$ cat src/adcscr_pkg.sv
package adcscr_pkg;
    // serial access framing
    localparam int          ADDR_W          = 15;
    localparam logic [3:0]  INSTR_LAST_BIT  = 4'hF;
    localparam logic [3:0]  BYTE_LAST_BIT   = 4'h7;

    // register byte addresses
    localparam logic [14:0] OFS_SERIAL_CFG  = 15'h0010;
    localparam logic [14:0] OFS_CLK_SYSREF  = 15'h0029;
    localparam logic [14:0] OFS_CLK_MODE    = 15'h002A;
    localparam logic [14:0] OFS_POS_B0      = 15'h002C;
    localparam logic [14:0] OFS_POS_B1      = 15'h002D;
    localparam logic [14:0] OFS_POS_B2      = 15'h002E;
    localparam logic [14:0] OFS_SPAN_A_B0   = 15'h0030;
    localparam logic [14:0] OFS_SPAN_A_B1   = 15'h0031;
    localparam logic [14:0] OFS_SPAN_B_B0   = 15'h0032;
    localparam logic [14:0] OFS_SPAN_B_B1   = 15'h0033;
    localparam logic [14:0] OFS_REF_SRC     = 15'h0038;
    localparam logic [14:0] OFS_TSTAMP      = 15'h003B;

    // values after reset
    localparam logic [7:0]  RST_SERIAL_CFG  = 8'h00;
    localparam logic [7:0]  RST_CLK_SYSREF  = 8'h00;
    localparam logic [7:0]  RST_CLK_MODE    = 8'h20;
    localparam logic [15:0] RST_SPAN        = 16'hA000;
    localparam logic [7:0]  RST_REF_SRC     = 8'h00;
    localparam logic [7:0]  RST_TSTAMP      = 8'h00;

    // field positions
    localparam int          BIT_ADDR_FREEZE = 0;
    localparam int          BIT_PROC_ON     = 6;
    localparam int          BIT_RECV_ON     = 5;
    localparam int          BIT_MAGNIFY     = 4;
    localparam int          SEL_MSB         = 3;
    localparam int          BIT_SCLK_PECL   = 2;
    localparam int          BIT_STB_PECL    = 1;
    localparam int          BIT_STB_FLIP    = 0;
    localparam int          BIT_REF_BYPASS  = 0;
    localparam int          BIT_TS_PECL     = 1;
    localparam int          BIT_TS_RECV     = 0;

    // serial engine states
    typedef enum logic [1:0]
    {
        ST_IDLE  = 2'b00,
        ST_INSTR = 2'b01,
        ST_DATA  = 2'b10
    } adcscr_state_t;
endpackage

$ cat src/adcscr_regs.sv
`timescale 1ns/100ps
// Summary of operation
// - freeze bit clear: ascend select input picks address step direction while streaming.
// - freeze bit set: address stays fixed for the whole streaming transfer.
// - strobe events are processed only while processor enable bit 6 is set.
// - bit 5 switches the strobe receiver on; cleared at reset.
// - bit 4 switches the edge position status to magnified resolution.
// - bits 3-0 choose the strobe delay tap applied to the strobe.
// - delay select zero means automatic strobe timing calibration.
// - read-only 24-bit edge position status; value after reset undefined.
// - 16-bit span code for input A, reset 0xA000, read and write.
// - 16-bit span code for input B at 0x032-0x033, reset 0xA000.
module adcscr_regs (
    input  wire logic        mclk,                  // 10 MHz system clock
    input  wire logic        arst_n,                // async reset, active low
    input  wire logic        spi_cs_n,              // serial select, active low
    input  wire logic        spi_sclk,              // serial clock, idles low
    input  wire logic        spi_sdi,               // serial data in
    output logic             spi_sdo,               // serial data out
    output logic             spi_sdo_oe,            // high while sdo is driven
    input  wire logic        address_ascend_select, // 1 ascend, 0 descend
    input  wire logic        strobe_pin,            // raw strobe input
    input  wire logic [23:0] strobe_edge_position,  // edge position from capture logic
    output logic             strobe_receiver_on,    // receiver enable
    output logic             strobe_processor_on,   // processor enable
    output logic             strobe_status_magnify, // zoomed status resolution
    output logic      [3:0]  strobe_delay_select,   // selected delay tap
    output logic             strobe_auto_cal,       // automatic timing calibration
    output logic             strobe_event,          // processed strobe edge pulse
    output logic             sample_clock_pecl_mode,// sample clock PECL mode
    output logic             strobe_pecl_mode,      // strobe PECL mode
    output logic             strobe_polarity_flip,  // strobe inverted
    output logic      [15:0] input_a_span_code,     // span code input A
    output logic      [15:0] input_b_span_code,     // span code input B
    output logic             reference_bypass,      // external reference select
    output logic             timestamp_pecl_mode,   // timestamp PECL mode
    output logic             timestamp_receiver_on  // timestamp receiver enable
);
    logic [3:0]  pins_s;
    logic        cs_s;
    logic        sclk_s;
    logic        sdi_s;
    logic        strobe_s;
    logic        sclk_d_q;
    logic        rise;
    logic        fall;
    adcscr_pkg::adcscr_state_t state_q;
    logic [3:0]  cnt_q;
    logic [14:0] shift_q;
    logic        rw_q;
    logic [14:0] addr_q;
    logic [14:0] step_addr;
    logic [14:0] load_addr;
    logic        instr_done;
    logic        byte_done;
    logic        wr_en;
    logic [7:0]  wr_data;
    logic [7:0]  rd_byte;
    logic [7:0]  tx_q;
    logic        sdo_q;
    logic [7:0]  serial_cfg_q;
    logic [7:0]  clk_sysref_q;
    logic [7:0]  clk_mode_q;
    logic [15:0] span_a_q;
    logic [15:0] span_b_q;
    logic [7:0]  ref_src_q;
    logic [7:0]  tstamp_q;
    logic        strobe_rx_q;
    logic        strobe_rx_d_q;
    logic        event_q;

    adcscr_sync #(
        .W (4)
    ) u_sync (
        .mclk   (mclk),
        .arst_n (arst_n),
        .din    ({~spi_cs_n, spi_sclk, spi_sdi, strobe_pin}),
        .dout   (pins_s)
    );

    assign {cs_s, sclk_s, sdi_s, strobe_s} = {~pins_s[3], pins_s[2:0]}; // select synced inverted: reset reads idle

    // serial clock edges seen from mclk; sclk phases must span two mclk periods
    always_ff @(posedge mclk or negedge arst_n)
    begin
        if (!arst_n)
            sclk_d_q <= 1'b0;
        else
            sclk_d_q <= sclk_s;
    end

    assign rise       = sclk_s & ~sclk_d_q & ~cs_s;
    assign fall       = ~sclk_s & sclk_d_q & ~cs_s;
    assign instr_done = rise && state_q == adcscr_pkg::ST_INSTR && cnt_q == adcscr_pkg::INSTR_LAST_BIT;
    assign byte_done  = rise && state_q == adcscr_pkg::ST_DATA && cnt_q == adcscr_pkg::BYTE_LAST_BIT;
    assign wr_en      = byte_done & ~rw_q;
    assign wr_data    = {shift_q[6:0], sdi_s};

    // streaming address step
    always_comb
    begin
        if (serial_cfg_q[adcscr_pkg::BIT_ADDR_FREEZE])
            step_addr = addr_q;
        else if (address_ascend_select)
            step_addr = addr_q + 15'h0001;
        else
            step_addr = addr_q - 15'h0001;
        load_addr = instr_done ? {shift_q[13:0], sdi_s} : step_addr;
    end

    // frame sequencer: instruction of 16 bits then data bytes until deselect
    always_ff @(posedge mclk or negedge arst_n)
    begin
        if (!arst_n)
        begin
            state_q <= adcscr_pkg::ST_IDLE;
            cnt_q   <= 4'h0;
            shift_q <= 15'h0000;
            rw_q    <= 1'b0;
            addr_q  <= 15'h0000;
        end
        else if (cs_s)
        begin
            state_q <= adcscr_pkg::ST_IDLE;
            cnt_q   <= 4'h0;
        end
        else
        begin
            unique case (state_q)
                adcscr_pkg::ST_IDLE:
                    state_q <= adcscr_pkg::ST_INSTR;
                adcscr_pkg::ST_INSTR:
                    if (rise)
                    begin
                        shift_q <= {shift_q[13:0], sdi_s};
                        cnt_q   <= cnt_q + 4'h1;
                        if (instr_done)
                        begin
                            rw_q    <= shift_q[14];
                            addr_q  <= load_addr;
                            cnt_q   <= 4'h0;
                            state_q <= adcscr_pkg::ST_DATA;
                        end
                    end
                adcscr_pkg::ST_DATA:
                    if (rise)
                    begin
                        shift_q <= {shift_q[13:0], sdi_s};
                        cnt_q   <= byte_done ? 4'h0 : cnt_q + 4'h1;
                        if (byte_done)
                            addr_q <= load_addr;
                    end
                default:
                    state_q <= adcscr_pkg::ST_IDLE;
            endcase
        end
    end

    // read mux; unmapped and reserved addresses read zero
    always_comb
    begin
        unique case (load_addr)
            adcscr_pkg::OFS_SERIAL_CFG: rd_byte = serial_cfg_q;
            adcscr_pkg::OFS_CLK_SYSREF: rd_byte = clk_sysref_q;
            adcscr_pkg::OFS_CLK_MODE:   rd_byte = clk_mode_q;
            adcscr_pkg::OFS_POS_B0:     rd_byte = strobe_edge_position[7:0];
            adcscr_pkg::OFS_POS_B1:     rd_byte = strobe_edge_position[15:8];
            adcscr_pkg::OFS_POS_B2:     rd_byte = strobe_edge_position[23:16];
            adcscr_pkg::OFS_SPAN_A_B0:  rd_byte = span_a_q[7:0];
            adcscr_pkg::OFS_SPAN_A_B1:  rd_byte = span_a_q[15:8];
            adcscr_pkg::OFS_SPAN_B_B0:  rd_byte = span_b_q[7:0];
            adcscr_pkg::OFS_SPAN_B_B1:  rd_byte = span_b_q[15:8];
            adcscr_pkg::OFS_REF_SRC:    rd_byte = ref_src_q;
            adcscr_pkg::OFS_TSTAMP:     rd_byte = tstamp_q;
            default:                    rd_byte = 8'h00;
        endcase
    end

    // read shifter: load on the rising edge, present msb first on falling edges
    always_ff @(posedge mclk or negedge arst_n)
    begin
        if (!arst_n)
        begin
            tx_q  <= 8'h00;
            sdo_q <= 1'b0;
        end
        else if ((instr_done && shift_q[14]) || (byte_done && rw_q))
            tx_q <= rd_byte;
        else if (fall && state_q == adcscr_pkg::ST_DATA && rw_q)
        begin
            sdo_q <= tx_q[7];
            tx_q  <= {tx_q[6:0], 1'b0};
        end
    end

    assign spi_sdo    = sdo_q;
    assign spi_sdo_oe = (state_q == adcscr_pkg::ST_DATA) & rw_q & ~cs_s;

    // serial access configuration; reserved bits are stored as written
    always_ff @(posedge mclk or negedge arst_n)
    begin
        if (!arst_n)
            serial_cfg_q <= adcscr_pkg::RST_SERIAL_CFG;
        else if (wr_en && addr_q == adcscr_pkg::OFS_SERIAL_CFG)
            serial_cfg_q <= wr_data;
    end

    // clock and strobe control registers
    always_ff @(posedge mclk or negedge arst_n)
    begin
        if (!arst_n)
        begin
            clk_sysref_q <= adcscr_pkg::RST_CLK_SYSREF;
            clk_mode_q   <= adcscr_pkg::RST_CLK_MODE;
        end
        else if (wr_en && addr_q == adcscr_pkg::OFS_CLK_SYSREF)
            clk_sysref_q <= wr_data;
        else if (wr_en && addr_q == adcscr_pkg::OFS_CLK_MODE)
            clk_mode_q <= wr_data;
    end

    // span codes, low byte at the lower address
    always_ff @(posedge mclk or negedge arst_n)
    begin
        if (!arst_n)
        begin
            span_a_q <= adcscr_pkg::RST_SPAN;
            span_b_q <= adcscr_pkg::RST_SPAN;
        end
        else if (wr_en)
        begin
            if (addr_q == adcscr_pkg::OFS_SPAN_A_B0)
                span_a_q[7:0] <= wr_data;
            if (addr_q == adcscr_pkg::OFS_SPAN_A_B1)
                span_a_q[15:8] <= wr_data;
            if (addr_q == adcscr_pkg::OFS_SPAN_B_B0)
                span_b_q[7:0] <= wr_data;
            if (addr_q == adcscr_pkg::OFS_SPAN_B_B1)
                span_b_q[15:8] <= wr_data;
        end
    end

    // reference and timestamp controls
    always_ff @(posedge mclk or negedge arst_n)
    begin
        if (!arst_n)
        begin
            ref_src_q <= adcscr_pkg::RST_REF_SRC;
            tstamp_q  <= adcscr_pkg::RST_TSTAMP;
        end
        else if (wr_en && addr_q == adcscr_pkg::OFS_REF_SRC)
            ref_src_q <= wr_data;
        else if (wr_en && addr_q == adcscr_pkg::OFS_TSTAMP)
            tstamp_q <= wr_data;
    end

    // strobe path: receiver gate, polarity, then processor edge detect
    always_ff @(posedge mclk or negedge arst_n)
    begin
        if (!arst_n)
        begin
            strobe_rx_q   <= 1'b0;
            strobe_rx_d_q <= 1'b0;
            event_q       <= 1'b0;
        end
        else
        begin
            strobe_rx_q   <= clk_sysref_q[adcscr_pkg::BIT_RECV_ON] &
                             (strobe_s ^ clk_mode_q[adcscr_pkg::BIT_STB_FLIP]);
            strobe_rx_d_q <= strobe_rx_q;
            event_q       <= clk_sysref_q[adcscr_pkg::BIT_PROC_ON] &
                             strobe_rx_q & ~strobe_rx_d_q;
        end
    end

    // control fields straight from their registers, except auto calibration, decoded from a zero delay select
    assign strobe_receiver_on     = clk_sysref_q[adcscr_pkg::BIT_RECV_ON];
    assign strobe_processor_on    = clk_sysref_q[adcscr_pkg::BIT_PROC_ON];
    assign strobe_status_magnify  = clk_sysref_q[adcscr_pkg::BIT_MAGNIFY];
    assign strobe_delay_select    = clk_sysref_q[adcscr_pkg::SEL_MSB:0];
    assign strobe_auto_cal        = clk_sysref_q[adcscr_pkg::SEL_MSB:0] == 4'h0;
    assign strobe_event           = event_q;
    assign sample_clock_pecl_mode = clk_mode_q[adcscr_pkg::BIT_SCLK_PECL];
    assign strobe_pecl_mode       = clk_mode_q[adcscr_pkg::BIT_STB_PECL];
    assign strobe_polarity_flip   = clk_mode_q[adcscr_pkg::BIT_STB_FLIP];
    assign input_a_span_code      = span_a_q;
    assign input_b_span_code      = span_b_q;
    assign reference_bypass       = ref_src_q[adcscr_pkg::BIT_REF_BYPASS];
    assign timestamp_pecl_mode    = tstamp_q[adcscr_pkg::BIT_TS_PECL];
    assign timestamp_receiver_on  = tstamp_q[adcscr_pkg::BIT_TS_RECV];
endmodule

$ cat src/adcscr_sync.sv
`timescale 1ns/100ps
// two-stage synchroniser for pins from outside the mclk domain
module adcscr_sync #(
    parameter int W = 1
) (
    input  wire logic         mclk,   // system clock
    input  wire logic         arst_n, // async reset, active low
    input  wire logic [W-1:0] din,    // asynchronous inputs
    output logic      [W-1:0] dout    // synchronised outputs
);
    logic [W-1:0] meta_q;
    logic [W-1:0] sync_q;

    // first stage feeds only the second stage
    always_ff @(posedge mclk or negedge arst_n)
    begin
        if (!arst_n)
        begin
            meta_q <= '0;
            sync_q <= '0;
        end
        else
        begin
            meta_q <= din;
            sync_q <= meta_q;
        end
    end

    assign dout = sync_q;
endmodule

$ cat config.mk
export PLATFORM = sky130hd
export DESIGN_NAME = adcscr_regs
export DESIGN_NICKNAME = d
export VERILOG_FILES = /design/src/adcscr_pkg.sv /design/src/adcscr_regs.sv /design/src/adcscr_sync.sv
export SDC_FILE = /design/constraint.sdc
export NUM_CORES = 1
export LEC_CHECK = 0
export BUFFER_PORTS_ARGS = -buffer_cell sky130_fd_sc_hd__buf_2
export CAP_MARGIN = 15
export CELL_PAD_IN_SITES_DETAIL_PLACEMENT = 2
export CELL_PAD_IN_SITES_GLOBAL_PLACEMENT = 2
export CORE_UTILIZATION = 23
export CTS_CLUSTER_DIAMETER = 40
export DETAILED_ROUTE_END_ITERATION = 6
export PLACE_DENSITY = 0.49
export SLEW_MARGIN = 40
export SYNTH_ARGS = -nofsm -noshare
export SYNTH_HDL_FRONTEND = slang
export SYNTH_SLANG_ARGS = --single-unit
$ cat constraint.sdc
create_clock -name mclk -period 7.3 [get_ports mclk]
set_input_delay 0 -clock mclk [delete_from_list [all_inputs] [get_ports mclk]]
set_output_delay 0 -clock mclk [all_outputs]
set_load 0.05 [all_outputs]
==> impl_metrics.json <==
{
  "regArea_um2": 3260,
  "place_congestion": 0.821,
  "stdcell_count": 1165,
  "netlist_instances": 691,
  "netlist_area_um2": 7300,
  "antenna_found_initial": 0,
  "powerDensity_nw_per_um2": 218,
  "insertion_delay_ns": 0.43,
  "crit_arrival_ns": 4.70,
  "cp-startpoint": "addr_q[0]",
  "critical-path-top-delay-family": "compound AO/OA/AOI/OAI gates",
  "synthArstFlopShare": 1.00,
  "synth_common_cells": "dfrtp_1 (125), mux2_2 (89), nand2_1 (53)",
  "final.setup_skew_ns": 0.00977,
  "num_rows": 64,
  "post-route-period-util": 0.597,
  "grt.total_usage": 0.180,
  "rsz0062_at_grt": "no",
  "portBuffers": 79,
  "maxSlewHeadroom": 0.459,
  "multi_input_area_um2": 3780,
  "slowest_stage": "dfrtp_1",
  "cts_max_level": 4,
  "cp.buffers_inverters": 1,
  "cts_made_buffers": 17,
  "final_hold_viol_count": 0,
  "num-nets-final": 806,
  "grt_pass1_wl_um": 43400,
  "hold_depth": 4,
  "first_pass_iters": 5,
  "cp.depth": 11,
  "finalWirelength_um": 28500,
  "power_switching_uw": 545,
  "first_global_vias": 6697,
  "p_int_mw": 1.35,
  "clock_sinks": 130,
  "routedWlPerCell_um": 24.5,
  "syn_nets": 741,
  "whs_ns": 0.0983,
  "swShare": 0.287,
  "cts_buffer_depth": 2,
  "place.detailed.hpwl_um": 20800,
  "tightestPinTransition_ns": 0.811,
  "p_total_mw": 1.90,
  "drv_cap": 0,
  "yosys_register_bits": 130,
  "syn_to_final_growth_pct": 19.2,
  "viasPerCell": 5.23,
  "drive_above_1_share": 0.298,
  "criticalPathCategory": "flip-flop to flip-flop",
  "final_max_slew_viol_count": 0,
  "cts.reportedPaths.clkPinSlew_ns": 0.06,
  "required_ns": 7.64,
  "grt.overflow.total": 0,
  "tns_ns": 0,
  "p_clk_frac": 0.461,
  "setup_violations": 0,
  "worst_setup_path_start_kind": "flip-flop",
  "synth_area_leaders": "dfrtp_1 (43%), mux2_2 (14%), ha_1 (3.1%)",
  "r2r-start": "addr_q[0]",
  "antenna_cells": 0,
  "post-place-cells": 1127,
  "synth_edf_count": 0,
  "die_x_um": 180,
  "outcome": "finished clean",
  "yosysTopAreaCell": "dfrtp_1",
  "dieHeight_um": 180,
  "worstPathCellList": "clkinv_1 -> fa_1 -> nor2b_1 -> o31ai_1 -> a2111o_1 -> a31oi_4 -> nand3_1 -> o21ai_0 -> or3_4 -> o2111ai_4 -> o31ai_2",
  "cts_tree": "done",
  "r2r_slack_ns": 2.94,
  "endpoint_kind": "flip-flop",
  "io_pins": 80,
  "cellLeakagePower_nw": 3.96,
  "yosysSeqAreaShare": 0.446,
  "netlist.area_leader.share": 0.428,
  "cts_resized": 0,
  "start_util": 0.236,
  "r2r_cells": 11,
  "syn_avg_cell_area_um2": 10.6,
  "hold_path_startpoint": "strobe_edge_position[17]",
  "hold_path_class": "input port to flip-flop",
  "cts-root-buf": "clkbuf_16",
  "crit_fanout": 13,
  "fillCellCount": 3453,
  "fin_util": 0.282,
  "coreArea_um2": 30900,
  "combPwrFrac": 0.119,
  "detail_route.iter0.violations": 335,
  "synth.most_common_cell": "dfrtp_1",
  "remaining_drc_errors": 0,
  "num_vias": 6091,
  "max_freq_mhz": 229,
  "seq_power_share": 0.421,
  "ir_worst_vdd_uv": 165,
  "layout_min_cycle_time_ns": 4.36,
  "grt_start_max_net_pins": 88,
  "ys.flop_type": "dfrtp_1",
  "hold_end": "tx_q[1]",
  "synth.distinct_cells": 75,
  "ant_nets": 0,
  "critPathMaxStageDelay_ns": 0.67,
  "synth_warnings": 0,
  "dieArea_um2": 32500,
  "r2r-end": "tx_q[7]"
}
how the worst max path moves through the flow:
stage,to,slack [ns]
2_1_floorplan,tx_q[7],4.12
3_3_place_gp,tx_q[7],3.21
3_5_place_dp,tx_q[7],2.96
4_1_cts,tx_q[7],2.93
5_1_grt,tx_q[7],2.68
6_report,tx_q[7],2.94
power by group through the flow:
stage	Clock, mW	Sequential, mW	Combinational [mW]
6_report	0.874	0.798	0.225
5_1_grt	0.923	0.802	0.251
4_1_cts	0.901	0.800	0.228
3_5_place_dp	0	0.811	0.225
3_3_place_gp	0	0.810	0.213
2_1_floorplan	0	0.769	0.148
state kept, by name, indices dropped and copies added (netlist names):
name	cells
input_a_span_code	16
input_b_span_code	16
addr_q	15
shift_q	15
clk_mode_q	8
clk_sysref_q	8
ref_src_q	8
serial_cfg_q	8
tstamp_q	8
tx_q	8
cnt_q	4
u_sync.dout	4
u_sync.meta_q	4
state_q	2
rw_q	1
sclk_d_q	1
spi_sdo	1
strobe_event	1
strobe_rx_d_q	1
strobe_rx_q	1
metrics by stage:
stage          area, um^2  setup WS, ns
2_1_floorplan        7300          4.12
3_3_place_gp         8010          3.21
3_5_place_dp         8040          2.96
4_1_cts              8700          2.93
5_1_grt              8700          2.68
6_report             8700          2.94
cells by family (layout without fill, tap and decap cells):
logic type,after synthesis,after routing,share of synthesized area
and+or+nand+nor,205,205,0.150
buffers and inverters,58,136,0.0404
DFF,130,130,0.446
xor gates and xnor gates,7,7,0.00839
muxes,97,97,0.148
adders and majority gates,19,19,0.0336
AOI/OAI and AO/OA,175,175,0.173
worst reg2reg max path, cell delays in order (launching register included):
cell and delay (ns):
dfrtp_1 0.67, clkinv_1 0.46, fa_1 0.57, nor2b_1 0.21
o31ai_1 0.17, a2111o_1 0.52, a31oi_4 0.27, nand3_1 0.45
o21ai_0 0.32, or3_4 0.16, o2111ai_4 0.19, o31ai_2 0.27
layout by cell type (no fill, tap or decap), types with 8 or more instances in the layout:
cell       count
buf_4          8
a22oi_1       20
mux2i_1        8
mux2_2        89
buf_2         78
o21ai_1        8
o21ai_0       33
nor3_1        12
or3_1          8
nor2_1        39
ha_1          18
and3_1        13
clkbuf_16     17
nand3_1       15
dfrtp_1      125
nand2_1       53
nor2b_1       10
inv_1         10
a21oi_1       27
metal layers:
metal	share of wire	vias up	track usage
met3	0.027	35	0.0253
met5	0	-	0
met1	0.48	3221	0.248
met2	0.46	107	0.286
met4	0.025	0	0.0687
li1	-	2728	-
timing repair:
item,CTS,global route
hold buffers,6,0
endpoints found under the hold margin,87,0
setup buffers,0,0
final cells by class:
cell class | instances | area share
Clock inverter | 10 | 0.0142
Clock buffer | 22 | 0.0545
Multi-Input combinational cell | 503 | 0.435
Timing Repair Buffer | 93 | 0.0602
Tap cell | 396 | 0.0569
Sequential cell | 130 | 0.374
Inverter | 11 | 0.00474
Note: power is estimated with default switching activity, not from simulation.
